[src/logic/tdpm_regs.vh]
// Register map and field constants for the test-reset and decoder pin mux
`ifndef TDPM_REGS_VH
`define TDPM_REGS_VH

// ***************************************************************
// Register byte offsets (one aligned 32-bit word each)
// ***************************************************************
`define TDPM_OFF_PUDR      5'h00
`define TDPM_OFF_PUR       5'h04
`define TDPM_OFF_SEL       5'h08
`define TDPM_OFF_GPIO_DIR  5'h0C
`define TDPM_OFF_GPIO_OUT  5'h10
`define TDPM_OFF_STATUS    5'h14
`define TDPM_ADDR_W        5

// ***************************************************************
// Field positions
// ***************************************************************
`define TDPM_PUDR_TEST_BIT 0
`define TDPM_PUR_A_BIT     4
`define TDPM_PUR_B_BIT     5
`define TDPM_SEL_W         2
`define TDPM_SEL_A_LSB     0
`define TDPM_SEL_B_LSB     2
`define TDPM_GPIO_A_BIT    0
`define TDPM_GPIO_B_BIT    1

// ***************************************************************
// Pin function codes and reset values
// ***************************************************************
`define TDPM_FN_DECODER    2'h0
`define TDPM_FN_TIMER      2'h1
`define TDPM_FN_GPIO       2'h2
`define TDPM_PUDR_RST      1'h0
`define TDPM_PUR_RST       8'hFF
`define TDPM_SEL_RST       4'h0
`define TDPM_GPIO_RST      2'h0

`endif

[src/logic/tdpm_pin_mux.v]
// Pin mux for test reset and the two quadrature phase pins, Wishbone slave
// Functional notes
// - Low level on test reset input resets the test access port controller.
// - Setting test-port pull-up disable bit turns off test reset pull-up.
// - After reset, first shared pin selects decoder phase A.
// - Clearing port C pull-up bit 4 disables phase A pin pull-up.
// - After reset, second shared pin selects decoder phase B.
// - Clearing port C pull-up bit 5 disables phase B pin pull-up.
// - In GPIO use each pin is independently an input or output.
`timescale 1ns/10ps
`include "tdpm_regs.vh"

module tdpm_pin_mux (
	input  wire        mclk,
	input  wire        sys_rst,
	input  wire        clk_en,
	// Wishbone classic slave
	input  wire        wb_cyc_i,
	input  wire        wb_stb_i,
	input  wire        wb_we_i,
	input  wire [31:0] wb_adr_i,
	input  wire [31:0] wb_dat_i,
	input  wire [3:0]  wb_sel_i,
	output reg  [31:0] wb_dat_o,
	output reg         wb_ack_o,
	output reg         wb_err_o,
	// Test reset pin
	input  wire        test_rst_n_pin,
	output reg         test_rst_n,
	output reg         test_rst_pullup_en,
	// Shared pin A
	input  wire        pin_a_in,
	output reg         pin_a_out,
	output reg         pin_a_oe,
	output reg         pin_a_pullup_en,
	// Shared pin B
	input  wire        pin_b_in,
	output reg         pin_b_out,
	output reg         pin_b_oe,
	output reg         pin_b_pullup_en,
	// Function side
	output reg         decoder_phase_a_in,
	output reg         decoder_phase_b_in,
	input  wire        timer_ch0_out,
	input  wire        timer_ch0_oe,
	output reg         timer_ch0_in,
	input  wire        timer_ch1_out,
	input  wire        timer_ch1_oe,
	output reg         timer_ch1_in,
	output reg  [1:0]  port_c_in
);

	// ***************************************************************
	// Registers
	// ***************************************************************
	reg        pudr_reg;
	reg  [7:0] pur_reg;
	reg  [3:0] sel_reg;
	reg  [1:0] dir_reg;
	reg  [1:0] gout_reg;
	reg  [1:0] trst_sync_reg;
	reg        test_rst_pullup_next;
	reg        pin_a_pullup_next;
	reg        pin_b_pullup_next;
	reg        dec_a_next;
	reg        dec_b_next;
	reg        tmr0_in_next;
	reg        tmr1_in_next;
	reg  [1:0] gpio_in_next;
	reg        a_out_next;
	reg        a_oe_next;
	reg        b_out_next;
	reg        b_oe_next;
	reg  [1:0] a_sync_reg;
	reg  [1:0] b_sync_reg;
	reg  [31:0] rdata_next;
	reg         hit;

	wire        req;
	wire        wr_lo;
	wire [`TDPM_ADDR_W-1:0] adr;
	wire [1:0]  sel_a;
	wire [1:0]  sel_b;
	wire        trst_s;
	wire        a_s;
	wire        b_s;

	assign req   = wb_cyc_i & wb_stb_i & ~wb_ack_o & ~wb_err_o;
	assign wr_lo = req & wb_we_i & wb_sel_i[0];
	assign adr   = wb_adr_i[`TDPM_ADDR_W-1:0];
	assign sel_a = sel_reg[`TDPM_SEL_A_LSB +: `TDPM_SEL_W];
	assign sel_b = sel_reg[`TDPM_SEL_B_LSB +: `TDPM_SEL_W];
	assign trst_s = trst_sync_reg[1];
	assign a_s    = a_sync_reg[1];
	assign b_s    = b_sync_reg[1];

	// ***************************************************************
	// Address decode and read mux
	// ***************************************************************
	// Unmapped or misaligned addresses answer with err
	always @* begin
		rdata_next = 32'h0000_0000;
		hit        = (wb_adr_i[31:`TDPM_ADDR_W] ==
			{(32-`TDPM_ADDR_W){1'b0}});
		case (adr)
		`TDPM_OFF_PUDR:
			rdata_next[`TDPM_PUDR_TEST_BIT] = pudr_reg;
		`TDPM_OFF_PUR:
			rdata_next[7:0] = pur_reg;
		`TDPM_OFF_SEL:
			rdata_next[3:0] = sel_reg;
		`TDPM_OFF_GPIO_DIR:
			rdata_next[1:0] = dir_reg;
		`TDPM_OFF_GPIO_OUT:
			rdata_next[1:0] = gout_reg;
		`TDPM_OFF_STATUS:
			rdata_next[2:0] = {trst_s, b_s, a_s};
		default:
			hit = 1'b0;
		endcase
	end

	// ***************************************************************
	// Bus answer and register writes
	// ***************************************************************
	// One-cycle ack after the request is seen; writes land at that edge
	always @(posedge mclk) begin
		if (sys_rst) begin
			wb_ack_o <= 1'b0;
			wb_err_o <= 1'b0;
			wb_dat_o <= 32'h0000_0000;
			pudr_reg <= `TDPM_PUDR_RST;
			pur_reg  <= `TDPM_PUR_RST;
			sel_reg  <= `TDPM_SEL_RST;
			dir_reg  <= `TDPM_GPIO_RST;
			gout_reg <= `TDPM_GPIO_RST;
		end else if (clk_en) begin
			wb_ack_o <= req & hit;
			wb_err_o <= req & ~hit;
			wb_dat_o <= (req & hit & ~wb_we_i) ? rdata_next : 32'h0000_0000;
			if (wr_lo & hit) begin
				case (adr)
				`TDPM_OFF_PUDR:
					pudr_reg <= wb_dat_i[`TDPM_PUDR_TEST_BIT];
				`TDPM_OFF_PUR:
					pur_reg <= wb_dat_i[7:0];
				`TDPM_OFF_SEL:
					sel_reg <= wb_dat_i[3:0];
				`TDPM_OFF_GPIO_DIR:
					dir_reg <= wb_dat_i[1:0];
				`TDPM_OFF_GPIO_OUT:
					gout_reg <= wb_dat_i[1:0];
				default:
					pudr_reg <= pudr_reg;
				endcase
			end
		end
	end

	// ***************************************************************
	// Pin input synchronisers
	// ***************************************************************
	// Phase pins resync to idle high; stage 0 feeds only stage 1
	always @(posedge mclk) begin
		if (sys_rst) begin
			a_sync_reg <= 2'h3;
			b_sync_reg <= 2'h3;
		end else if (clk_en) begin
			a_sync_reg <= {a_sync_reg[0], pin_a_in};
			b_sync_reg <= {b_sync_reg[0], pin_b_in};
		end
	end

	// ***************************************************************
	// Test reset path
	// ***************************************************************
	// Not cleared by device reset, so a low pin during device reset
	// still reaches the test controller; fills within three edges
	always @(posedge mclk) begin
		if (clk_en) begin
			trst_sync_reg <= {trst_sync_reg[0], test_rst_n_pin};
			test_rst_n    <= trst_s;
		end
	end

	// ***************************************************************
	// Pull-up control
	// ***************************************************************
	// Disable bit set turns the test pin pull-up off
	always @* begin
		test_rst_pullup_next = ~pudr_reg;
		pin_a_pullup_next    = pur_reg[`TDPM_PUR_A_BIT];
		pin_b_pullup_next    = pur_reg[`TDPM_PUR_B_BIT];
	end

	// ***************************************************************
	// Input steering
	// ***************************************************************
	// Only the selected function sees the pin; others see a quiet level
	always @* begin
		dec_a_next   = 1'b1;
		dec_b_next   = 1'b1;
		tmr0_in_next = 1'b0;
		tmr1_in_next = 1'b0;
		gpio_in_next = 2'h0;
		case (sel_a)
		`TDPM_FN_DECODER:
			dec_a_next = a_s;
		`TDPM_FN_TIMER:
			tmr0_in_next = a_s;
		`TDPM_FN_GPIO:
			gpio_in_next[`TDPM_GPIO_A_BIT] = a_s;
		default:
			dec_a_next = 1'b1;
		endcase
		case (sel_b)
		`TDPM_FN_DECODER:
			dec_b_next = b_s;
		`TDPM_FN_TIMER:
			tmr1_in_next = b_s;
		`TDPM_FN_GPIO:
			gpio_in_next[`TDPM_GPIO_B_BIT] = b_s;
		default:
			dec_b_next = 1'b1;
		endcase
	end

	// ***************************************************************
	// Pad drive steering
	// ***************************************************************
	// One owner drives each pad; decoder and spare codes leave it off
	always @* begin
		a_out_next = 1'b0;
		a_oe_next  = 1'b0;
		b_out_next = 1'b0;
		b_oe_next  = 1'b0;
		case (sel_a)
		`TDPM_FN_TIMER: begin
			a_out_next = timer_ch0_out;
			a_oe_next  = timer_ch0_oe;
		end
		`TDPM_FN_GPIO: begin
			a_out_next = gout_reg[`TDPM_GPIO_A_BIT];
			a_oe_next  = dir_reg[`TDPM_GPIO_A_BIT];
		end
		default: begin
			a_out_next = 1'b0;
			a_oe_next  = 1'b0;
		end
		endcase
		case (sel_b)
		`TDPM_FN_TIMER: begin
			b_out_next = timer_ch1_out;
			b_oe_next  = timer_ch1_oe;
		end
		`TDPM_FN_GPIO: begin
			b_out_next = gout_reg[`TDPM_GPIO_B_BIT];
			b_oe_next  = dir_reg[`TDPM_GPIO_B_BIT];
		end
		default: begin
			b_out_next = 1'b0;
			b_oe_next  = 1'b0;
		end
		endcase
	end

	// ***************************************************************
	// Output registers
	// ***************************************************************
	// Registered so pad and function levels change on clean edges
	always @(posedge mclk) begin
		if (sys_rst) begin
			test_rst_pullup_en <= 1'b1;
			pin_a_out          <= 1'b0;
			pin_a_oe           <= 1'b0;
			pin_b_out          <= 1'b0;
			pin_b_oe           <= 1'b0;
			pin_a_pullup_en    <= 1'b1;
			pin_b_pullup_en    <= 1'b1;
			decoder_phase_a_in <= 1'b1;
			decoder_phase_b_in <= 1'b1;
			timer_ch0_in       <= 1'b0;
			timer_ch1_in       <= 1'b0;
			port_c_in          <= 2'h0;
		end else if (clk_en) begin
			test_rst_pullup_en <= test_rst_pullup_next;
			pin_a_pullup_en    <= pin_a_pullup_next;
			pin_b_pullup_en    <= pin_b_pullup_next;
			decoder_phase_a_in <= dec_a_next;
			decoder_phase_b_in <= dec_b_next;
			timer_ch0_in       <= tmr0_in_next;
			timer_ch1_in       <= tmr1_in_next;
			port_c_in          <= gpio_in_next;
			pin_a_out          <= a_out_next;
			pin_a_oe           <= a_oe_next;
			pin_b_out          <= b_out_next;
			pin_b_oe           <= b_oe_next;
		end
	end

endmodule // tdpm_pin_mux

[config.mk]
export PLATFORM = sky130hd
export DESIGN_NAME = tdpm_pin_mux
export DESIGN_NICKNAME = d
export VERILOG_FILES = /design/src/logic/tdpm_pin_mux.v
export VERILOG_INCLUDE_DIRS = /design/src /design/src/logic
export SDC_FILE = /design/constraint.sdc
export NUM_CORES = 1
export LEC_CHECK = 0
export BUFFER_PORTS_ARGS = -buffer_cell sky130_fd_sc_hd__buf_2
export CORE_AREA = 3 3 78 80
export DETAILED_ROUTE_END_ITERATION = 8
export DIE_AREA = 0 0 81 83
export PLACE_DENSITY = 0.76
export SKIP_CTS_REPAIR_TIMING = 1
export SLEW_MARGIN = 20
export SYNTH_ARGS = -nofsm -noshare
export SYNTH_HDL_FRONTEND = slang
export SYNTH_SLANG_ARGS = --single-unit
[constraint.sdc]
create_clock -name mclk -period 2.08 [get_ports mclk]
set_input_delay 0 -clock mclk [delete_from_list [all_inputs] [get_ports mclk]]
set_output_delay 0 -clock mclk [all_outputs]
set_load 0.02 [all_outputs]
==> report_table.html, run 1 <==
<table>
<tr><th>Metric</th><th>Value</th></tr>
<tr><th colspan="2">Synth</th></tr>
<tr><td>Async set or reset register ratio after synthesis</td><td>0%</td></tr>
<tr><td>Number of synthesized flops with an enable pin</td><td>3</td></tr>
<tr><td>Gate Count Post-Synth</td><td>268</td></tr>
<tr><td>Count of warnings emitted by yosys</td><td>0</td></tr>
<tr><td>Count of distinct cell types in the synthesized netlist</td><td>between 40 and 50</td></tr>
<tr><td>Flip-flop and latch count after synthesis</td><td>47</td></tr>
<tr><td>Proportion of synthesized chip area in sequential cells</td><td>about two fifths</td></tr>
<tr><td>Cell Area, Synth</td><td>about 2400 um^2</td></tr>
<tr><td>Primary flip-flop cell chosen by synthesis mapping</td><td>dfxtp_1</td></tr>
<tr><td>Avg Inst Size Synth</td><td>just over 9 um^2</td></tr>
<tr><th colspan="2">Die</th></tr>
<tr><td>Die Span X</td><td>approximately 81 um</td></tr>
<tr><td>Initial cell density of the core</td><td>between 40 and 50%</td></tr>
<tr><td>Height of the chip</td><td>just over 80 um</td></tr>
<tr><td>Top-level I/O count</td><td>around 130</td></tr>
<tr><td>Number of cell rows</td><td>27</td></tr>
<tr><td>Area enclosed by the die boundary</td><td>approximately 6700 um^2</td></tr>
<tr><td>Area of the core region</td><td>about 5500 um^2</td></tr>
<tr><th colspan="2">Power and ir drop</th></tr>
<tr><td>Power, Total</td><td>about 1700 uW</td></tr>
<tr><td>Cell area power density</td><td>about 570 nW/um^2</td></tr>
<tr><td>Leakage component of the power</td><td>roughly 0.0013 uW</td></tr>
<tr><td>Worst-case vdd ir drop</td><td>roughly 0.4 mV</td></tr>
<tr><th colspan="2">Worst setup path</th></tr>
<tr><td>First element of the critical path</td><td>wb_err_o</td></tr>
<tr><td>Worst path required time</td><td>around 2.3 ns</td></tr>
<tr><td>Worst flop-to-flop path endpoint</td><td>sel_reg[3]</td></tr>
<tr><td>Setup crit end kind</td><td>flop</td></tr>
<tr><td>End of the critical path</td><td>sel_reg[3]</td></tr>
<tr><td>WP data arrival</td><td>about 1.9 ns</td></tr>
<tr><td>Sort of element at the start of the critical path</td><td>flop</td></tr>
<tr><td>Type of the setup path with the least slack</td><td>flop to flop</td></tr>
<tr><td>CP max FO</td><td>5</td></tr>
<tr><td>Cell depth of the worst flop-to-flop path</td><td>4</td></tr>
<tr><td>Flop-to-flop setup slack</td><td>about 0.37 ns</td></tr>
<tr><td>Worst R2R Start</td><td>wb_err_o</td></tr>
<tr><th colspan="2">Layout</th></tr>
<tr><td>FILL cells</td><td>534</td></tr>
<tr><td>Final std cell area, no fill</td><td>2940 um^2</td></tr>
<tr><td>Count of antenna diodes in the layout</td><td>0</td></tr>
<tr><td>Fraction of layout cells with a size suffix above 1</td><td>a little over a quarter</td></tr>
<tr><td>Number of nets at the end of the flow</td><td>about 440</td></tr>
<tr><td>Area overhead of the layout relative to synthesis</td><td>20.5%</td></tr>
<tr><td>Final standard cell count with taps included and fillers excluded</td><td>420</td></tr>
<tr><th colspan="2">Route</th></tr>
<tr><td>Final wirelength</td><td>5820 um</td></tr>
<tr><td>Number of antenna-violating nets in the routed design</td><td>0</td></tr>
<tr><td>Detailed-router iteration count before antenna repair</td><td>4</td></tr>
<tr><td>Total number of vias</td><td>2144</td></tr>
<tr><td>Vias/cell</td><td>5.10</td></tr>
<tr><td>DRC</td><td>0</td></tr>
<tr><td>Number of violations reported at the end of detailed-routing iteration 0</td><td>between 100 and 150</td></tr>
<tr><td>Average detailed-routed wire length per instance</td><td>13.9 um</td></tr>
<tr><th colspan="2">Min path</th></tr>
<tr><td>Hold/Removal Path Class</td><td>input pin to flop</td></tr>
<tr><th colspan="2">STA</th></tr>
<tr><td>Setup slack of the critical path after layout</td><td>roughly 0.37 ns</td></tr>
<tr><td>Count of pins over their slew limit</td><td>0</td></tr>
<tr><td>Final hold vios</td><td>2</td></tr>
<tr><td>Max frequency</td><td>between 500 and 600 MHz</td></tr>
<tr><td>Clk_skew</td><td>just over 0.003 ns</td></tr>
<tr><td>Unrepaired setup endpoints after global routing</td><td>false</td></tr>
<tr><td>Worst hold-check slack</td><td>-0.0287 ns</td></tr>
<tr><td>Minimum period implied by the final worst setup slack</td><td>1.71 ns</td></tr>
<tr><td>Period utilization</td><td>82.0%</td></tr>
<tr><td>Total of endpoints with negative setup slack in the final report</td><td>0</td></tr>
<tr><td>Final TNS setup</td><td>0 ns</td></tr>
<tr><th colspan="2">Placed design</th></tr>
<tr><td>Number of port buffers</td><td>between 70 and 80</td></tr>
<tr><td>Post-placement cell area</td><td>approximately 2800 um^2</td></tr>
<tr><td>Cell count after placement</td><td>just over 400</td></tr>
<tr><td>Hpwl dp</td><td>4530 um</td></tr>
<tr><td>Final weighted congestion in routability-driven placement</td><td>between 0.8 and 0.9</td></tr>
<tr><td>Minimum setup slack after placement</td><td>0.386 ns</td></tr>
<tr><th colspan="2">Clock tree</th></tr>
<tr><td>Number of buffers inserted during clock tree synthesis</td><td>5</td></tr>
<tr><td>Clock edge transition at the registers on the reported setup and hold paths</td><td>~0.08 ns</td></tr>
<tr><td>CTS tree</td><td>done</td></tr>
<tr><td>Clock Tree Root</td><td>clkbuf_8</td></tr>
<tr><td>Skew-Pair Late Insertion Delay</td><td>about 0.29 ns</td></tr>
<tr><td>Max H-tree Level</td><td>2</td></tr>
<tr><td>Count of clock tree sinks</td><td>47</td></tr>
<tr><td>Longest Clk Path Bufs</td><td>2</td></tr>
<tr><th colspan="2">Global route</th></tr>
<tr><td>Vias in the first global route</td><td>between 1500 and 2000</td></tr>
<tr><td>Antenna violations before repair</td><td>0</td></tr>
<tr><td>Largest net degree at the start of global routing</td><td>26</td></tr>
<tr><td>Global route total overflow</td><td>0</td></tr>
<tr><td>First-pass GRT wire length</td><td>between 9000 and 10000 um</td></tr>
<tr><td>Total global-route track usage</td><td>between 10% and 20%</td></tr>
<tr><th colspan="2">Job</th></tr>
<tr><td>Max cap viols</td><td>0</td></tr>
<tr><th colspan="2">Run status</th></tr>
<tr><td>Result of the run</td><td>finished, violations left</td></tr>
<tr><td>Failing checks</td><td>negative hold slack</td></tr>
</table>
worst min path at each step:
stage	endpoint	startpoint	slack [ns]	cells after the start
floorplan	trst_sync_reg[0]	test_rst_n_pin	0.1	0
global placement	trst_sync_reg[0]	test_rst_n_pin	0.18	1
detailed placement	trst_sync_reg[0]	test_rst_n_pin	0.18	1
CTS	trst_sync_reg[0]	test_rst_n_pin	-0.13	1
global route	pur_reg[4]	wb_dat_i[4]	0.02	3
finish	pur_reg[4]	wb_dat_i[4]	-0.03	3
worst max-delay path: stages (launching register included):
cell	delay, ns
dfxtp_1	0.33
or3b_4	0.44
nor4_4	0.28
and4_1	0.37
mux2i_1	0.22
layout by cell type (no fill, tap or decap), drive strengths merged, types with 7 or more instances in the layout:
cell type and n:
a21oi 9, dlygate4sd3 9, conb 24, nor4 7, nor2 23, o21ai 11, a211o 7, clkbuf 7
dfxtp 44, nand2 19, buf 80, nand3 9, mux2i 21, nand2b 18
synthesized netlist by cell type (4+ instances only):
cell,n,area share (%)
a211o_1,7,2.5
a21oi_1,9,1.8
a22o_1,4,1.4
buf_4,25,7.7
clkbuf_1,10,1.5
dfxtp_1,44,36
ha_1,6,3.1
inv_1,5,0.77
mux2i_1,21,8.6
nand2_1,19,2.9
nand2b_1,18,4.6
nand3_1,9,1.8
nand4b_1,5,1.8
nor2_1,23,3.5
nor4_1,6,1.5
o21ai_0,11,2.3
where the power goes:
group | switching [uW] | internal (uW) | leakage, uW
combinational | 131 | 89.6 | 0.000895
sequential | 7.99 | 922 | 0.000386
clock | 283 | 232 | 0.0000383
total | 421 | 1240 | 0.00132
through the flow:
stage,hold slack [ns],utilization [%]
5_1_grt,0.0163,53.7
3_3_place_gp,0.182,50.6
4_1_cts,-0.130,52.0
3_5_place_dp,0.180,50.6
2_1_floorplan,0.0989,-
6_report,-0.0287,53.7
logic make-up after synthesis:
| logic type | count (synthesis) | share of synthesized area [%] |
|---|---|---|
| other cells | 1 | 0.154 |
| compound gates | 40 | 11.1 |
| buf+inv | 44 | 11.0 |
| fa+ha+maj | 6 | 3.08 |
| simple gates | 108 | 25.7 |
| flops | 47 | 39.8 |
| mux | 22 | 9.09 |
layout make-up:
cell class,instances,area [um^2],area share [%]
timing repair buffer,89,498,17.0
sequential,47,971,33.0
multi-input combinational,200,1280,43.7
inverter,5,18.8,0.639
clock buffer,7,76.3,2.60
tap,72,90.1,3.07
metal layers:
metal	vias to the layer above	GRT usage, %	wire length (um)
met5	-	0	0
met4	0	5.38	99
met3	9	4.45	454
met2	90	28.5	2810
met1	992	20.7	2460
li1	1053	-	-
(Power assumes the default switching activity.)
==> inputs of run 2 (changes only) <==
--- a/config.mk
+++ b/config.mk
@@ -7,10 +7,10 @@
 export NUM_CORES = 1
 export LEC_CHECK = 0
 export BUFFER_PORTS_ARGS = -buffer_cell sky130_fd_sc_hd__buf_2
-export CORE_AREA = 3 3 78 80
+export CORE_AREA = 3 3 82 84
 export DETAILED_ROUTE_END_ITERATION = 8
-export DIE_AREA = 0 0 81 83
-export PLACE_DENSITY = 0.76
+export DIE_AREA = 0 0 85 87
+export PLACE_DENSITY = 0.73
 export SKIP_CTS_REPAIR_TIMING = 1
 export SLEW_MARGIN = 20
 export SYNTH_ARGS = -nofsm -noshare
==> constraint.sdc (replaced) <==
create_clock -name mclk -period 1.4 [get_ports mclk]
set_input_delay 0 -clock mclk [delete_from_list [all_inputs] [get_ports mclk]]
set_output_delay 0 -clock mclk [all_outputs]
set_load 0.02 [all_outputs]
==> run 2 against run 1 <==
  * The run ends with negative setup slack left
  * Cell area is 4.9% higher
  * Final cell count is 4.5% higher
  * Non-clock buffer count is 16 higher
  * First-iteration DRC count is 11% lower
  * Power is 50% higher
  * Via count is 1.3% lower
  * Count of clock-buffer cells in the layout is 1 lower
  * Global-route usage is 1.4 points lower
  * Clock power is 51% higher
  * Largest power group unchanged
  * Register-to-register slack worse by 0.50 ns
  * Worst setup slack worse by 0.50 ns
  * Combinational power is 57% higher
==> report_table.html, run 2 (synthesized netlist as in run 1, its figures left out) <==
<table>
<tr><th>Metric</th><th>Value</th></tr>
<tr><th colspan="2">Worst setup path</th></tr>
<tr><td>CP max stage delay</td><td>0.43 ns (about the same)</td></tr>
<tr><td>Flop-to-flop setup slack</td><td>-0.13 ns (-0.50 ns)</td></tr>
<tr><td>Sort of element at the start of the critical path</td><td>flop</td></tr>
<tr><td>Setup crit end kind</td><td>flop</td></tr>
<tr><td>WP data arrival</td><td>1.71 ns (-0.22 ns)</td></tr>
<tr><td>Type of the setup path with the least slack</td><td>flop to flop</td></tr>
<tr><td>First element of the critical path</td><td>wb_ack_o</td></tr>
<tr><td>Worst R2R Start</td><td>wb_ack_o</td></tr>
<tr><td>Worst path required time</td><td>1.58 ns (-0.73 ns)</td></tr>
<tr><td>Buffering stage count on the worst path with inverters included</td><td>0 (unchanged)</td></tr>
<tr><td>Cell depth of the worst flop-to-flop path</td><td>4 (unchanged)</td></tr>
<tr><td>Crit path max-delay cell type</td><td>or3b_4</td></tr>
<tr><td>CP max FO</td><td>8 (+3)</td></tr>
<tr><td>Worst flop-to-flop path endpoint</td><td>pur_reg[1]</td></tr>
<tr><td>Worst path top cell family by delay</td><td>simple AND/OR/NAND/NOR gates</td></tr>
<tr><td>Series of cell instances along the critical path</td><td>or3b_4 -&gt; nor2_2 -&gt; nand4_4 -&gt; mux2i_1</td></tr>
<tr><th colspan="2">Layout</th></tr>
<tr><td>Most used cells in the layout excluding fill and tap cells</td><td>buf_2 (77), dfxtp_1 (42), conb_1 (24)</td></tr>
<tr><td>Register area</td><td>973 um^2 (+0.26%)</td></tr>
<tr><td>Count of antenna diodes in the layout</td><td>0 (unchanged)</td></tr>
<tr><td>Final core utilization</td><td>51.4% (-2.3 points)</td></tr>
<tr><td>Fraction of layout cells with a size suffix above 1</td><td>30.8% (+4.6 points)</td></tr>
<tr><td>Area of the multi-input gates</td><td>1290 um^2 (+0.78%)</td></tr>
<tr><td>Most frequent standard cell in the layout excluding fill and tap cells</td><td>buf_2</td></tr>
<tr><td>Number of nets at the end of the flow</td><td>451 (+3.7%)</td></tr>
<tr><td>FILL cells</td><td>565 (+5.8%)</td></tr>
<tr><td>Area overhead of the layout relative to synthesis</td><td>26.4%</td></tr>
<tr><td>Final standard cell count with taps included and fillers excluded</td><td>439 (+4.5%)</td></tr>
<tr><th colspan="2">Route</th></tr>
<tr><td>Average detailed-routed wire length per instance</td><td>13.1 um (-5.6%)</td></tr>
<tr><td>Final wirelength</td><td>5740 um (-1.3%)</td></tr>
<tr><td>Detailed-router iteration count before antenna repair</td><td>2 (-2)</td></tr>
<tr><td>Vias/cell</td><td>4.82 (-5.5%)</td></tr>
<tr><td>Total number of vias</td><td>2117 (-1.3%)</td></tr>
<tr><td>DRC</td><td>0 (unchanged)</td></tr>
<tr><td>Number of violations reported at the end of detailed-routing iteration 0</td><td>103 (-11%)</td></tr>
<tr><td>Number of antenna-violating nets in the routed design</td><td>0 (unchanged)</td></tr>
<tr><th colspan="2">Run status</th></tr>
<tr><td>Failing checks</td><td>negative setup slack</td></tr>
<tr><td>Result of the run</td><td>finished, violations left</td></tr>
<tr><th colspan="2">Die</th></tr>
<tr><td>Area of the core region</td><td>5990 um^2 (+9.5%)</td></tr>
<tr><td>Initial cell density of the core</td><td>40.7% (-3.9 points)</td></tr>
<tr><td>Number of cell rows</td><td>28 (+3.7%)</td></tr>
<tr><td>Height of the chip</td><td>87 um (+4.8%)</td></tr>
<tr><td>Die Span X</td><td>85 um (+4.9%)</td></tr>
<tr><td>Top-level I/O count</td><td>129 (unchanged)</td></tr>
<tr><td>Area enclosed by the die boundary</td><td>7400 um^2 (+10%)</td></tr>
<tr><th colspan="2">Clock tree</th></tr>
<tr><td>Clock Tree Root</td><td>clkbuf_8</td></tr>
<tr><td>Number of buffers inserted during clock tree synthesis</td><td>5 (unchanged)</td></tr>
<tr><td>Count of clock tree sinks</td><td>47 (unchanged)</td></tr>
<tr><td>CTS tree</td><td>done</td></tr>
<tr><td>Max H-tree Level</td><td>2 (unchanged)</td></tr>
<tr><td>Longest Clk Path Bufs</td><td>2 (unchanged)</td></tr>
<tr><td>Clock edge transition at the registers on the reported setup and hold paths</td><td>0.08 ns (about the same)</td></tr>
<tr><td>Skew-Pair Late Insertion Delay</td><td>0.30 ns (about the same)</td></tr>
<tr><th colspan="2">STA</th></tr>
<tr><td>Period utilization</td><td>109% (+27 points)</td></tr>
<tr><td>Max frequency</td><td>656 MHz (+12%)</td></tr>
<tr><td>Total of endpoints with negative setup slack in the final report</td><td>21 (+21)</td></tr>
<tr><td>Unrepaired setup endpoints after global routing</td><td>true</td></tr>
<tr><td>Minimum period implied by the final worst setup slack</td><td>1.53 ns (-0.180 ns)</td></tr>
<tr><td>Setup slack of the critical path after layout</td><td>-0.125 ns (-0.500 ns)</td></tr>
<tr><td>Slew of the pin with the lowest slew margin</td><td>approximately 0.57 ns</td></tr>
<tr><td>Count of pins over their slew limit</td><td>0 (unchanged)</td></tr>
<tr><td>Final TNS setup</td><td>-1.66 ns (-1.66 ns)</td></tr>
<tr><td>Relative slew margins</td><td>about three fifths</td></tr>
<tr><td>Final hold vios</td><td>0 (-2)</td></tr>
<tr><td>Clk_skew</td><td>0.00654 ns (+0.00345 ns)</td></tr>
<tr><th colspan="2">Global route</th></tr>
<tr><td>Vias in the first global route</td><td>2042 (+5.0%)</td></tr>
<tr><td>First-pass GRT wire length</td><td>9300 um (+3.2%)</td></tr>
<tr><td>Global route total overflow</td><td>0 (unchanged)</td></tr>
<tr><td>Largest net degree at the start of global routing</td><td>39 (+50%)</td></tr>
<tr><td>Total global-route track usage</td><td>15.5% (-1.4 points)</td></tr>
<tr><td>Antenna violations before repair</td><td>0 (unchanged)</td></tr>
<tr><th colspan="2">Power and ir drop</th></tr>
<tr><td>Cell area power density</td><td>813 nW/um^2 (+43%)</td></tr>
<tr><td>Leakage component of the power</td><td>0.00140 uW (+6.2%)</td></tr>
<tr><td>Worst-case vdd ir drop</td><td>0.690 mV (+72%)</td></tr>
<tr><th colspan="2">Job</th></tr>
<tr><td>Max cap viols</td><td>0 (unchanged)</td></tr>
<tr><th colspan="2">Min path</th></tr>
<tr><td>Hold/Removal Path Class</td><td>input pin to flop</td></tr>
<tr><td>Hold worst-path end</td><td>pur_reg[0]</td></tr>
<tr><td>Startpoint of the worst hold path</td><td>wb_dat_i[0]</td></tr>
<tr><td>Worst hold path stage count</td><td>3 (unchanged)</td></tr>
<tr><th colspan="2">Placed design</th></tr>
<tr><td>Final weighted congestion in routability-driven placement</td><td>0.802 (-2.0%)</td></tr>
<tr><td>Number of port buffers</td><td>77 (unchanged)</td></tr>
<tr><td>Cell count after placement</td><td>421 (+4.2%)</td></tr>
<tr><td>Hpwl dp</td><td>4500 um (-0.77%)</td></tr>
</table>
run 2: metal layers:
metal  routed length (um)  vias to the layer above  track usage, %
met4                   43                        0            3.45
met2                 2720                       61            26.4
met5                    0                        -               0
li1                     -                     1085               -
met1                 2630                      965            19.7
met3                  352                        6            4.07
run 2: final cells by class:
class | count | share of cell area (%)
multi-input cells | 200 | 42.0
inverters | 5 | 0.609
repair buffers | 105 | 20.1
flip-flops and latches | 47 | 31.6
clock buffers | 6 | 2.36
clock inverters | 1 | 0.244
well taps | 75 | 3.05
run 2: worst reg2reg max path: stages (launching register included):
cell and delay, ns:
dfxtp_2 0.33, or3b_4 0.43, nor2_2 0.23, nand4_4 0.24, mux2i_1 0.18
run 2: worst max path at each step:
stage,end,cells past startpoint,slack (ns)
6_report,pur_reg[1],4,-0.13
5_1_grt,sel_reg[0],4,-0.19
4_1_cts,sel_reg[0],4,-0.19
3_5_place_dp,sel_reg[0],4,-0.18
3_3_place_gp,sel_reg[2],4,-0.11
2_1_floorplan,sel_reg[0],5,-0.08
run 2: metrics by stage:
stage	hold slack, ns	power, uW	setup WS (ns)	instance area [um^2]
6_report	0.0235	2500	-0.125	3080
5_1_grt	0.0180	2610	-0.189	3080
2_1_floorplan	0.0989	1650	-0.0829	2530
3_3_place_gp	0.178	1730	-0.109	2890
3_5_place_dp	0.182	1740	-0.177	2890
4_1_cts	-0.133	2500	-0.193	2970
run 2: where the power goes:
group          internal [uW]  switching (uW)
Clock                    343             434
Sequential              1370            11.6
Combinational            148             198
Total                   1860             643
